--- config.mk ---
export PLATFORM = sky130hd
export DESIGN_NAME = port9_gpio_lcd_pin_mux
export DESIGN_NICKNAME = d
export VERILOG_FILES = /design/src/port9_pkg.sv /design/src/port9_pin_select.sv /design/src/port9_gpio_lcd_pin_mux.sv
export SDC_FILE = /design/constraint.sdc
export NUM_CORES = 1
export LEC_CHECK = 0
export ABC_CLOCK_PERIOD_IN_PS = 3300
export BUFFER_PORTS_ARGS = -buffer_cell sky130_fd_sc_hd__buf_2
export CORE_AREA = 2 2 90 109
export CTS_CLUSTER_DIAMETER = 120
export CTS_CLUSTER_SIZE = 8
export DETAILED_ROUTE_END_ITERATION = 10
export DIE_AREA = 0 0 92 111
export GPL_ROUTABILITY_DRIVEN = 0
export MAX_ROUTING_LAYER = met4
export PLACE_DENSITY = 0.71
export SLEW_MARGIN = 0
export SYNTH_ARGS = -nofsm -noshare
export SYNTH_HDL_FRONTEND = slang
export SYNTH_SLANG_ARGS = --single-unit
--- constraint.sdc ---
create_clock -name mclk_in -period 3.3 [get_ports mclk_in]
set_clock_uncertainty 0.1 [all_clocks]
set_input_delay 0.495 -clock mclk_in [delete_from_list [all_inputs] [get_ports mclk_in]]
set_output_delay 0.495 -clock mclk_in [all_outputs]
set_load 0.005 [all_outputs]
--- src/port9_pkg.sv ---
// Constants for the port 9 general I/O and LCD pin multiplexer
package port9_pkg;

   // Register byte addresses
   localparam logic [31:0] OUTPUT_DATA_ADDR   = 32'h0000FFDC;
   localparam logic [31:0] PIN_DIRECTION_ADDR = 32'h0000FFEC;
   localparam logic [31:0] LCD_PORT_CTRL_ADDR = 32'h0000FFF0;

   // Values after reset
   localparam logic [7:0] OUTPUT_DATA_RESET   = 8'h00;
   localparam logic [7:0] PIN_DIRECTION_RESET = 8'h00;
   localparam logic [3:0] DRIVE_SELECT_RESET  = 4'h0;
   localparam logic       EXPAND_RESET        = 1'b0;

   // Read values
   localparam logic [7:0]  DIRECTION_READ_VALUE = 8'hFF;
   localparam logic [31:0] UNMAPPED_READ_VALUE  = 32'h00000000;

   // Fields of the LCD port control register
   localparam int          DRIVE_SELECT_LSB = 0;
   localparam int          DRIVE_SELECT_W   = 4;
   localparam int          EXPAND_BIT       = 4;
   localparam logic [3:0]  SELECT_GPIO      = 4'h0;

   // Pins carrying external LCD controller signals
   localparam int PIN_LATCH_CLOCK_ONE = 7;
   localparam int PIN_LATCH_CLOCK_TWO = 6;
   localparam int PIN_SERIAL_DATA     = 5;
   localparam int PIN_ALTERNATING     = 4;
   localparam int EXPAND_PIN_LOW      = 4;

   // Segment number carried by pin 0
   localparam int FIRST_SEGMENT = 33;

   // Bus transfer encoding
   localparam logic [1:0] HTRANS_NONSEQ = 2'h2;
   localparam logic       HRESP_OKAY    = 1'b0;

endpackage : port9_pkg

--- src/port9_pin_select.sv ---
// Per-pin function selector for port 9
`timescale 1ns/10ps
module port9_pin_select #(
   parameter int PINS = 8
) (
   // Port registers
   input  wire logic [PINS-1:0] gpio_data_in,
   input  wire logic [PINS-1:0] gpio_dir_in,
   // LCD port control
   input  wire logic [3:0]      drive_select_in,
   input  wire logic            external_expand_in,
   // LCD sources
   input  wire logic [PINS-1:0] segment_in,
   input  wire logic [3:0]      external_in,
   // Selected pin function
   output logic      [PINS-1:0] drive_out,
   output logic      [PINS-1:0] enable_out
);

   logic segment_mode;

   // Any non-zero select hands the pins, except upper pins under expansion, to the segment driver
   assign segment_mode = (drive_select_in != port9_pkg::SELECT_GPIO);

   // One selector per pin; upper pins also carry controller signals
   for (genvar i = 0; i < PINS; i++) begin : g_pin
      if (i >= port9_pkg::EXPAND_PIN_LOW) begin : g_upper
         always_comb begin
            if (external_expand_in) begin
               drive_out[i]  = external_in[i - port9_pkg::EXPAND_PIN_LOW];
               enable_out[i] = 1'b1;
            end else if (segment_mode) begin
               drive_out[i]  = segment_in[i];
               enable_out[i] = 1'b1;
            end else begin
               drive_out[i]  = gpio_data_in[i];
               enable_out[i] = gpio_dir_in[i];
            end
         end
      end else begin : g_lower
         always_comb begin
            if (segment_mode) begin
               drive_out[i]  = segment_in[i];
               enable_out[i] = 1'b1;
            end else begin
               drive_out[i]  = gpio_data_in[i];
               enable_out[i] = gpio_dir_in[i];
            end
         end
      end
   end

endmodule // port9_pin_select

--- src/port9_gpio_lcd_pin_mux.sv ---
// Port 9 general I/O with LCD pin multiplexing, AHB-Lite register slave
//
// Design decision made here: the AHB-Lite interface to the registers.
`timescale 1ns/10ps
module port9_gpio_lcd_pin_mux #(
   parameter int PINS = 8
) (
   // Clock and reset
   input  wire logic            mclk_in,
   input  wire logic            sys_rst_in,
   // AHB-Lite slave
   input  wire logic            hsel_in,
   input  wire logic [31:0]     haddr_in,
   input  wire logic [1:0]      htrans_in,
   input  wire logic            hwrite_in,
   input  wire logic [2:0]      hsize_in,
   input  wire logic [31:0]     hwdata_in,
   input  wire logic            hready_in,
   output logic      [31:0]     hrdata_out,
   output logic                 hreadyout_out,
   output logic                 hresp_out,
   // Operating mode
   input  wire logic            standby_mode_in,
   input  wire logic            retain_mode_in,
   // LCD controller sources
   input  wire logic [PINS-1:0] lcd_drive_output_n_in,
   input  wire logic            lcd_latch_clock_one_in,
   input  wire logic            lcd_latch_clock_two_in,
   input  wire logic            lcd_serial_data_in,
   input  wire logic            lcd_alternating_in,
   // Port pins
   input  wire logic [PINS-1:0] pin_in,
   output logic      [PINS-1:0] pin_out,
   output logic      [PINS-1:0] pin_oe_n_out
);

   logic [PINS-1:0] port9_output_data;
   logic [PINS-1:0] port9_pin_direction;
   logic [3:0]      lcd_drive_pin_select;
   logic            lcd_external_expand;
   logic [PINS-1:0] next_output_data;
   logic [PINS-1:0] next_pin_direction;
   logic [3:0]      next_drive_select;
   logic            next_external_expand;
   logic            wr_pending;
   logic [31:0]     wr_addr;
   logic            addr_phase;
   logic            data_write;
   logic [31:0]     next_rdata;
   logic [PINS-1:0] port_readback;
   logic [3:0]      external_sig;
   logic [PINS-1:0] mux_drive;
   logic [PINS-1:0] mux_enable;

   // A transfer is taken only when the bus is ready; hsize is ignored, word access only
   assign addr_phase = hsel_in && htrans_in[1] && hready_in;
   assign data_write = wr_pending;

   // Address phase of a write is remembered for its data phase
   always_ff @(posedge mclk_in) begin
      if (sys_rst_in) begin
         wr_pending <= 1'b0;
         wr_addr    <= 32'h00000000;
      end else begin
         wr_pending <= addr_phase && hwrite_in;
         wr_addr    <= haddr_in;
      end
   end

   // Next register values; write data lands at the end of the data phase
   always_comb begin
      next_output_data     = port9_output_data;
      next_pin_direction   = port9_pin_direction;
      next_drive_select    = lcd_drive_pin_select;
      next_external_expand = lcd_external_expand;
      if (data_write && wr_addr == port9_pkg::OUTPUT_DATA_ADDR) begin
         next_output_data = hwdata_in[PINS-1:0];
      end
      if (data_write && wr_addr == port9_pkg::PIN_DIRECTION_ADDR) begin
         next_pin_direction = hwdata_in[PINS-1:0];
      end
      if (data_write && wr_addr == port9_pkg::LCD_PORT_CTRL_ADDR) begin
         next_drive_select    = hwdata_in[port9_pkg::DRIVE_SELECT_LSB +: port9_pkg::DRIVE_SELECT_W];
         next_external_expand = hwdata_in[port9_pkg::EXPAND_BIT];
      end
   end

   // Port data register
   always_ff @(posedge mclk_in) begin
      if (sys_rst_in) begin
         port9_output_data <= port9_pkg::OUTPUT_DATA_RESET;
      end else begin
         port9_output_data <= next_output_data;
      end
   end

   // Direction register; sets the pin enables and the read-back mix, but reads of its own address never see it
   always_ff @(posedge mclk_in) begin
      if (sys_rst_in) begin
         port9_pin_direction <= port9_pkg::PIN_DIRECTION_RESET;
      end else begin
         port9_pin_direction <= next_pin_direction;
      end
   end

   // LCD port control register
   always_ff @(posedge mclk_in) begin
      if (sys_rst_in) begin
         lcd_drive_pin_select <= port9_pkg::DRIVE_SELECT_RESET;
         lcd_external_expand  <= port9_pkg::EXPAND_RESET;
      end else begin
         lcd_drive_pin_select <= next_drive_select;
         lcd_external_expand  <= next_external_expand;
      end
   end

   // Read back mixes stored data and live pin level per direction bit;
   // next values are used so a read right after a write sees the new data
   assign port_readback = (next_pin_direction & next_output_data)
                        | (~next_pin_direction & pin_in);

   // Read data selection, registered for the data phase
   always_comb begin
      next_rdata = port9_pkg::UNMAPPED_READ_VALUE;
      case (haddr_in)
         port9_pkg::OUTPUT_DATA_ADDR: begin
            next_rdata[PINS-1:0] = port_readback;
         end
         port9_pkg::PIN_DIRECTION_ADDR: begin
            next_rdata[7:0] = port9_pkg::DIRECTION_READ_VALUE;
         end
         port9_pkg::LCD_PORT_CTRL_ADDR: begin
            next_rdata[port9_pkg::DRIVE_SELECT_LSB +: port9_pkg::DRIVE_SELECT_W] = next_drive_select;
            next_rdata[port9_pkg::EXPAND_BIT] = next_external_expand;
         end
         default: begin
            next_rdata = port9_pkg::UNMAPPED_READ_VALUE;
         end
      endcase
   end

   // Bus answer: zero wait states, always OKAY
   always_ff @(posedge mclk_in) begin
      if (sys_rst_in) begin
         hrdata_out    <= 32'h00000000;
         hreadyout_out <= 1'b1;
         hresp_out     <= port9_pkg::HRESP_OKAY;
      end else begin
         hreadyout_out <= 1'b1;
         hresp_out     <= port9_pkg::HRESP_OKAY;
         if (addr_phase && !hwrite_in) begin
            hrdata_out <= next_rdata;
         end
      end
   end

   // Controller signals in pin order 4..7
   assign external_sig = {lcd_latch_clock_one_in, lcd_latch_clock_two_in,
                          lcd_serial_data_in, lcd_alternating_in};

   // Pin function selection works on next values so pins follow a write at once
   port9_pin_select #(
      .PINS (PINS)
   ) u_select (
      .gpio_data_in       (next_output_data),
      .gpio_dir_in        (next_pin_direction),
      .drive_select_in    (next_drive_select),
      .external_expand_in (next_external_expand),
      .segment_in         (lcd_drive_output_n_in),
      .external_in        (external_sig),
      .drive_out          (mux_drive),
      .enable_out         (mux_enable)
   );

   // Pin drivers: float in reset and standby, frozen in retention modes
   always_ff @(posedge mclk_in) begin
      if (sys_rst_in) begin
         pin_out      <= '0;
         pin_oe_n_out <= '1;
      end else if (standby_mode_in) begin
         pin_out      <= '0;
         pin_oe_n_out <= '1;
      end else if (retain_mode_in) begin
         pin_out      <= pin_out;
         pin_oe_n_out <= pin_oe_n_out;
      end else begin
         pin_out      <= mux_drive;
         pin_oe_n_out <= ~mux_enable;
      end
   end

   logic active_mode;
   logic gpio_mode;
   assign active_mode = !standby_mode_in && !retain_mode_in;
   assign gpio_mode   = (next_drive_select == port9_pkg::SELECT_GPIO) && !next_external_expand;
endmodule // port9_gpio_lcd_pin_mux

== Word level (Yosys, flattened, before mapping) ==
Cells that the tools add are included.
Storage, ports and cells
  output and inout port bits: 50
  word-level logic and storage cells: 60
  bits of input ports: 96
  flip-flop bits (word level): 78
Operators by class
  equality and inequality tests: 6
  bitwise gates (word level): 5
  muxes and demuxes: 30
  reduce and logical (&&, ||, !) cells: 10
Operator list (number)
  $eq 32x16->1 const B: 6
  $mux 1: 25
  $and 8x8->8: 2
  $mux 8: 2
  $not 8->8: 2
  $pmux 5 s3: 1
  $or 8x8->8: 1
  $logic_and 1x1->1: 7
  $pmux 3 s2: 1
  $mux 4: 1
  $reduce_bool 4->1: 1
  $reduce_or 2->1: 1
  $logic_not 1->1: 1

== Depth between registers and ports, before layout ==
Gate-level depths: netlist (run 1).
  word-level depth: 7
  depth in mapped cells: 10
  depth with buffers taken out: 7

== By module ==
A second synthesis (run 1) with hierarchy kept.
Unflattened totals
  cell total of the unflattened synthesis: 395
  area, all modules: 3709.8 um2
Modules (own cells, without submodules)
  port9_gpio_lcd_pin_mux: area each 3493.4 um2, times used 1, cells an instance 358, seq. area each 1561.5 um2
  port9_pin_select: area each 216.5 um2, times used 1, cells an instance 37, seq. area each 0.0 um2

== Least setup slack after synthesis (run 1) ==
No wires, ideal clock.
  path type: flip-flop to flip-flop
  start: register wr_addr[16]
  end: register hrdata_out[2]
  period minus slack after synthesis: 2.920 ns
  path slack: 0.380 ns
  path buffers: 3
  cell stages (with the launch flop): 11
  arrival: 2.749 ns
  cells stage by stage: dfxtp_1 -> or4_1 -> buf_2 -> or3_1 -> or4_1 -> buf_6 -> buf_8 -> mux2_4 -> a211oi_1 -> o21ai_1 -> a21oi_1
On the way
  cells in the longest elaborated chain, start to end: 7
  elaborated cells between the ends (all ways): 14
  classes of those cells: 3 x eq/ne; 4 x mux; 4 x bitwise; 3 x reduce/logical
RTL lines
  start: declaration: line port9_gpio_lcd_pin_mux.sv:46  | logic [31:0] wr_addr;
  start signal: assignment: line port9_gpio_lcd_pin_mux.sv:66  | wr_addr <= haddr_in;
  $eq 32x16->1: line port9_gpio_lcd_pin_mux.sv:79  | if (data_write && wr_addr == port9_pkg::PIN_DIRECTION_ADDR) begin
  $logic_and 1x1->1: line port9_gpio_lcd_pin_mux.sv:79
  $mux 8: line port9_gpio_lcd_pin_mux.sv:79
  $not 8->8: line port9_gpio_lcd_pin_mux.sv:120  | | (~next_pin_direction & pin_in);
  $and 8x8->8: line port9_gpio_lcd_pin_mux.sv:120
  $or 8x8->8: line port9_gpio_lcd_pin_mux.sv:120
  $pmux 5 s3 *: line port9_gpio_lcd_pin_mux.sv:125  | case (haddr_in)
  end signal: assignment: line port9_gpio_lcd_pin_mux.sv:152  | hrdata_out <= next_rdata;
  end: declaration: line port9_gpio_lcd_pin_mux.sv:19  | output logic [31:0] hrdata_out,
Every way passes the cells marked *; elsewhere a longest branch is shown, timed or not.
A chain may end at the register's enable or synchronous reset.

== Worst setup path in the final report (run 1) ==
  start: register wr_addr[16]
  end: register hrdata_out[3]
Same word-level chain as after synthesis.

==> results of run 1 <==
worst max path at each step:
stage,from,to,slack (ps),cells past startpoint
finish,wr_addr[16],hrdata_out[3],270,8
floorplan,wr_addr[16],hrdata_out[2],380,10
global route,wr_addr[16],hrdata_out[3],120,8
CTS,wr_addr[16],hrdata_out[3],280,8
global placement,wr_addr[16],hrdata_out[2],330,8
detailed placement,wr_addr[16],hrdata_out[3],320,8
worst reg2reg max path: cells and delay by family, from the launching register on:
family,cells,cell delay [ps]
buffers and inverters,1,220
flip-flops,1,290
multiplexers,1,340
AO/OA/AOI/OAI,3,610
AND/OR/NAND/NOR,3,1400
layer usage:
| metal | GRT usage [%] | wire, um | vias up |
|---|---|---|---|
| met5 | - | 0 | - |
| li1 | - | - | 1419 |
| met1 | 19.2 | 3400 | 1257 |
| met3 | 3.06 | 456 | 10 |
| met2 | 25.0 | 3590 | 104 |
| met4 | 5.37 | 108 | 0 |
through the flow:
stage	cells	total power, mW	cell area [sq um]	hold WS, ps
floorplan	392	1.09	3480	348
global placement	568	1.13	3860	338
detailed placement	568	1.13	3860	349
CTS	584	2.17	4180	278
global route	584	2.23	4180	293
finish	584	2.15	4180	283
kinds of logic after synthesis:
family / count (synthesis) / share of synthesized area (%)
buf+inv: 57 / 9.77
other cells: 2 / 0.221
flops: 78 / 46.0
simple gates: 144 / 23.8
mux: 26 / 8.11
compound gates: 61 / 12.1
cell usage after synthesis, types with 4 or more instances:
master    instances
nand3_1           4
or4_1             5
a21oi_1          19
nand2_1          16
a221o_1           4
mux2_2            4
nor2b_1          39
buf_4            26
o21ai_0           7
nor4_1           10
o41ai_1           4
nand4_1           5
nand4b_1          7
or2_2             4
o21a_1            4
a221oi_1          4
clkbuf_1         15
o31ai_1           4
a211oi_1          4
nor2_1           37
mux2i_1          20
nor3_1            5
inv_1            11
o22ai_1           4
dfxtp_1          78
power by group:
group	internal (mW)	switching, mW	leakage [nW]
clock network	0.665	0.372	0.154
logic	0.0613	0.0711	1.07
registers	0.969	0.00956	0.639
sequential cells by signal (all words and copies together) (netlist names):
register and cells:
pin_oe_n_out 8, port9_output_data 8, lcd_drive_pin_select 4, pin_out 8, lcd_external_expand 1, wr_addr 32
data_write 1, port9_pin_direction 8, hrdata_out 8
final cells by class:
cell class	instances	share of cell area, %
Multi-Input combinational cell	257	38.0
Clock buffer	11	5.57
Clock inverter	5	1.98
Tap cell	123	3.68
Sequential cell	78	37.4
Timing Repair Buffer	99	12.3
Inverter	11	0.989
==> flow_summary_export.csv, run 1 <==
group,metric,value,unit
timing,layout_setup_ws,273,ps
global_route,grt_max_degree,36,
power_and_ir_drop,power.leakage,1.86,nW
floorplan,start_util,36.6,%
critical_path,crit_slowest_cell,"or4_1",
drt,drt_iter0_drc,109,
synth,synthTopCellsByArea,"dfxtp_1, nor2b_1, mux2i_1",
synth,synthArstFlopShare,0,%
critical_path,worstSetupPathType,"flop to flop",
floorplan,dieWidth,92,um
timing,clock.fmax,330,MHz
cts,cts_buffers,9,
cts,hold_buffers,0,
cts,cts.clk_slew.worst_paths,60,ps
worst_hold_path,worstHoldPathCells,2,
synth,synth_edf_count,0,
critical_path,cp_slowest_stage_delay,550,ps
finish,fin_util,45.0,%
finish,fillers,955,
global_route,antenna_found_initial,0,
cts,cts-root-buf,"clkbuf_16",
timing,setup_viol,0,
worst_hold_path,min_to,"wr_addr[30]",
placed_design,post-dp-hpwl,5820,um
critical_path,worst-endpoint-arrival,3180,ps
drt,wl_per_cell,12.9,um
finish,diodes,0,
cts,insertion_delay,330,ps
global_route,grt_pass1_wl,12300,um
critical_path,path_cells,"or4_1 -> or3_1 -> or4_1 -> buf_4 -> mux2_4 -> a211oi_1 -> o21ai_1 -> a21oi_1",
worst_hold_path,hold_class,"input pin to flop",
critical_path,critPathTopFamily,"simple AND/OR/NAND/NOR gates",
floorplan,die-area,10200,sq um
worst_hold_path,hp-start,"haddr_in[30]",
timing,min_period,3030,ps
finish,multi_input_area,1590,sq um
drt,drt-pass1-iter-count,4,
drt,wirelength,7560,um
critical_path,end_kind,"flop",
drt,ant_nets,0,
critical_path,worstSetupStartpointType,"flop",
placed_design,io_buffers,91,
finish,regArea,1560,sq um
synth,yosys_warnings,0,
drt,via_count,2790,
finish,area_growth_syn_to_layout,23.1,%
critical_path,worstPathRequired,3450,ps
global_route,track_usage,15.4,%
power_and_ir_drop,power_density,514,nW/um^2
timing,hold_viol_final,0,
synth,syn_area,3390,sq um
critical_path,r2r_setup_slack,270,ps
synth,synth-seq-cells,78,
timing,drv_slew,0,
timing,fin_crit_sh,91.7,%
timing,tightestPinTransition,554,ps
cts,clock-sinks,78,
drt,viasPerCell,4.78,
global_route,grt_overflow_total,0,
floorplan,rows,39,
synth,syn_inst,368,
critical_path,r2r-start,"wr_addr[16]",
timing,rsz0062_at_grt,"no",
synth,seq_area_frac_synth,46.0,%
outcome,outcome,"complete, no violations",
synth,yosysTopAreaCell,"dfxtp_1",
timing,slew_headroom,62.0,%
placed_design,dp_slack,321,ps
cts,htreeDepth,3,
finish,layout_commonest_cell,"buf_2",
critical_path,r2r-end,"hrdata_out[3]",
critical_path,reg2reg_depth,8,
finish,mostFrequentLayoutCells,"buf_2, dfxtp_1, nor2b_1, nor2_1, conb_1",
power_and_ir_drop,peakVddDrop,314,uV
floorplan,core,9270,sq um
synth,synth_cell_type_count,44,
timing,finalSetupTns,0,ps
floorplan,io_pins,146,
floorplan,die_h,111,um
finish,drive_gt1_share,27.3,%
cts,cts_tree,"yes",
cts,clockBufferDepth,2,
finish,final_nets,552,
cts,cts_resized,0,
synth,synth_top_flop_cell,"dfxtp_1",
global_route,grt_pass1_vias,2614,
flow_run,max_cap_viol_count,0,
synth,avgSynthCellArea,9.22,sq um
critical_path,cp_max_fo,14,
drt,drcViolationCount,0,
cts,cts_setup_buffers,0,
synth,synth_top_area_share,46.0,%
critical_path,path_common_cell,"or4_1",
critical_path,cp.buffers_inverters,1,
(Power assumes the default switching activity.)
==> run 2: changes to the inputs <==
Settings changed: ABC_CLOCK_PERIOD_IN_PS 3300 to 3600, CAP_MARGIN set to 20.
Clock period 3.3 ns to 3.6 ns, I/O delays scaled along.
==> run 2 against run 1 <==
Effect of this change: wire length is 0.21% lower; first-iteration DRC count is 10% higher; setup slack better by 210 ps; utilization is 0.58 points lower; critical path type unchanged; critical endpoint is now hrdata_out[2].
==> flow_summary_export.csv, run 2 (same netlist as run 1, synthesis figures left out) <==
group,metric,value,unit
timing,tightestPinTransition,600,ps
worst_hold_path,hp-start,"haddr_in[30]",
drt,wirelength,7540,um
timing,rsz0062_at_grt,"no",
worst_hold_path,hold_class,"input pin to flop",
drt,ant_nets,0,
floorplan,die-area,10200,sq um
floorplan,die_h,111,um
timing,clock.fmax,321,MHz
finish,regMostFlops,"wr_addr",
global_route,grt_pass1_vias,2550,
cts,cts.clk_slew.worst_paths,60,ps
flow_run,max_cap_viol_count,0,
cts,hold_buffers,0,
power_and_ir_drop,power.leakage,1.82,nW
critical_path,cp.depth,7,
critical_path,worstPathRequired,3760,ps
finish,drive_gt1_share,27.2,%
finish,final_cell_count_no_fill,582,
finish,fin_util,44.5,%
power_and_ir_drop,p_total,1.85,mW
critical_path,worst-endpoint-arrival,3280,ps
placed_design,io_buffers,91,
drt,drt_iter0_drc,120,
drt,viasPerCell,4.77,
floorplan,core,9270,sq um
finish,diodes,0,
finish,final_nets,550,
critical_path,crit_slowest_cell,"or4_1",
global_route,grt_overflow_total,0,
timing,setup_viol,0,
finish,area_growth_syn_to_layout,21.5,%
worst_hold_path,worstHoldPathCells,2,
critical_path,cp_max_fo,10,
cts,cts_buffers,9,
timing,fin_crit_sh,86.6,%
cts,htreeDepth,3,
global_route,grt_max_degree,64,
critical_path,critPathTopFamily,"simple AND/OR/NAND/NOR gates",
drt,drcViolationCount,0,
cts,cts_tree,"yes",
cts,cts-root-buf,"clkbuf_16",
critical_path,reg2reg_depth,7,
cts,clockBufferDepth,2,
drt,wl_per_cell,13.0,um
global_route,grt_pass1_wl,11900,um
timing,hold_viol_final,0,
floorplan,io_pins,146,
timing,layout_setup_ws,481,ps
finish,regArea,1560,sq um
finish,multi_input_area,1590,sq um
critical_path,path_common_cell,"or4_1",
placed_design,place_inst,566,
finish,largest_reg_flops,32,
timing,finalSetupTns,0,ps
critical_path,crit_start,"wr_addr[1]",
cts,cts_setup_buffers,0,
global_route,track_usage,15.1,%
finish,mostFrequentLayoutCells,"buf_2, dfxtp_1, nor2b_1, nor2_1, conb_1",
cts,clock-sinks,78,
cts,cts_resized,0,
timing,min_period,3120,ps
drt,via_count,2774,
critical_path,cp.buffers_inverters,0,
cts,insertion_delay,330,ps
outcome,outcome,"complete, no violations",
floorplan,rows,39,
critical_path,end_kind,"flop",
critical_path,r2r-start,"wr_addr[1]",
finish,fillers,928,
power_and_ir_drop,peakVddDrop,250,uV
floorplan,start_util,36.6,%
timing,drv_slew,0,
floorplan,dieWidth,92,um
timing,slew_headroom,60.0,%
finish,layout_commonest_cell,"buf_2",
placed_design,post-dp-hpwl,5830,um
global_route,antenna_found_initial,0,
placed_design,dp_slack,524,ps
critical_path,path_cells,"or2_0 -> or4_1 -> or4_1 -> mux2i_1 -> a211oi_1 -> o21ai_1 -> a21oi_1",
power_and_ir_drop,power_density,449,nW/um^2
critical_path,worstSetupPathType,"flop to flop",
drt,drt-pass1-iter-count,4,
critical_path,cp_slowest_stage_delay,830,ps
critical_path,worstSetupStartpointType,"flop",
run 2: cell types whose count changed in the layout (fill, tap and decap cells not counted), sizes merged:
cell      change
clkinvlp      +4
clkinv        -1
buf           -2
bufinv        -2
clkbuf        -1
run 2: path summary, 6_finish.rpt:
| check | end | slack (ps) |
|---|---|---|
| worst min register to register | hrdata_out[0] | 360 |
| worst max register to register | hrdata_out[2] | 480 |
| worst max-delay path | hrdata_out[2] | 480 |
| worst min-delay path | wr_addr[30] | 330 |
run 2: routing by layer:
layer	track usage [%]	vias to the layer above	share of wire, %
met3	3.81	10	6.9
met1	17.9	1248	44
met5	-	-	0
li1	-	1416	-
met4	5.97	0	1.7
met2	24.6	100	47
run 2: area by class of cell:
class	count	share of cell area (%)
repair buffers	97	12.1
flip-flops and latches	78	37.9
well taps	123	3.73
clock buffers	10	5.55
clock inverters	6	1.15
multi-input cells	257	38.5
inverters	11	1.00
run 2: worst register-to-register path: cells and delay by family, from the launching register on:
kind | cells | cell delay, ps
compound gates | 3 | 660
mux | 1 | 250
flops | 1 | 290
simple gates | 3 | 1730
run 2: report_power, final:
| group | switching (mW) | internal (mW) | leakage (nW) |
|---|---|---|---|
| logic | 0.0664 | 0.0563 | 1.06 |
| registers | 0.00876 | 0.888 | 0.639 |
| clock network | 0.362 | 0.470 | 0.121 |
| total | 0.437 | 1.41 | 1.82 |
run 2: per-stage QoR:
| step | area [sq um] | hold WS [ps] |
|---|---|---|
| floorplan | 3480 | 348 |
| global placement | 3850 | 338 |
| detailed placement | 3850 | 342 |
| CTS | 4120 | 319 |
| global route | 4120 | 327 |
| finish | 4120 | 325 |
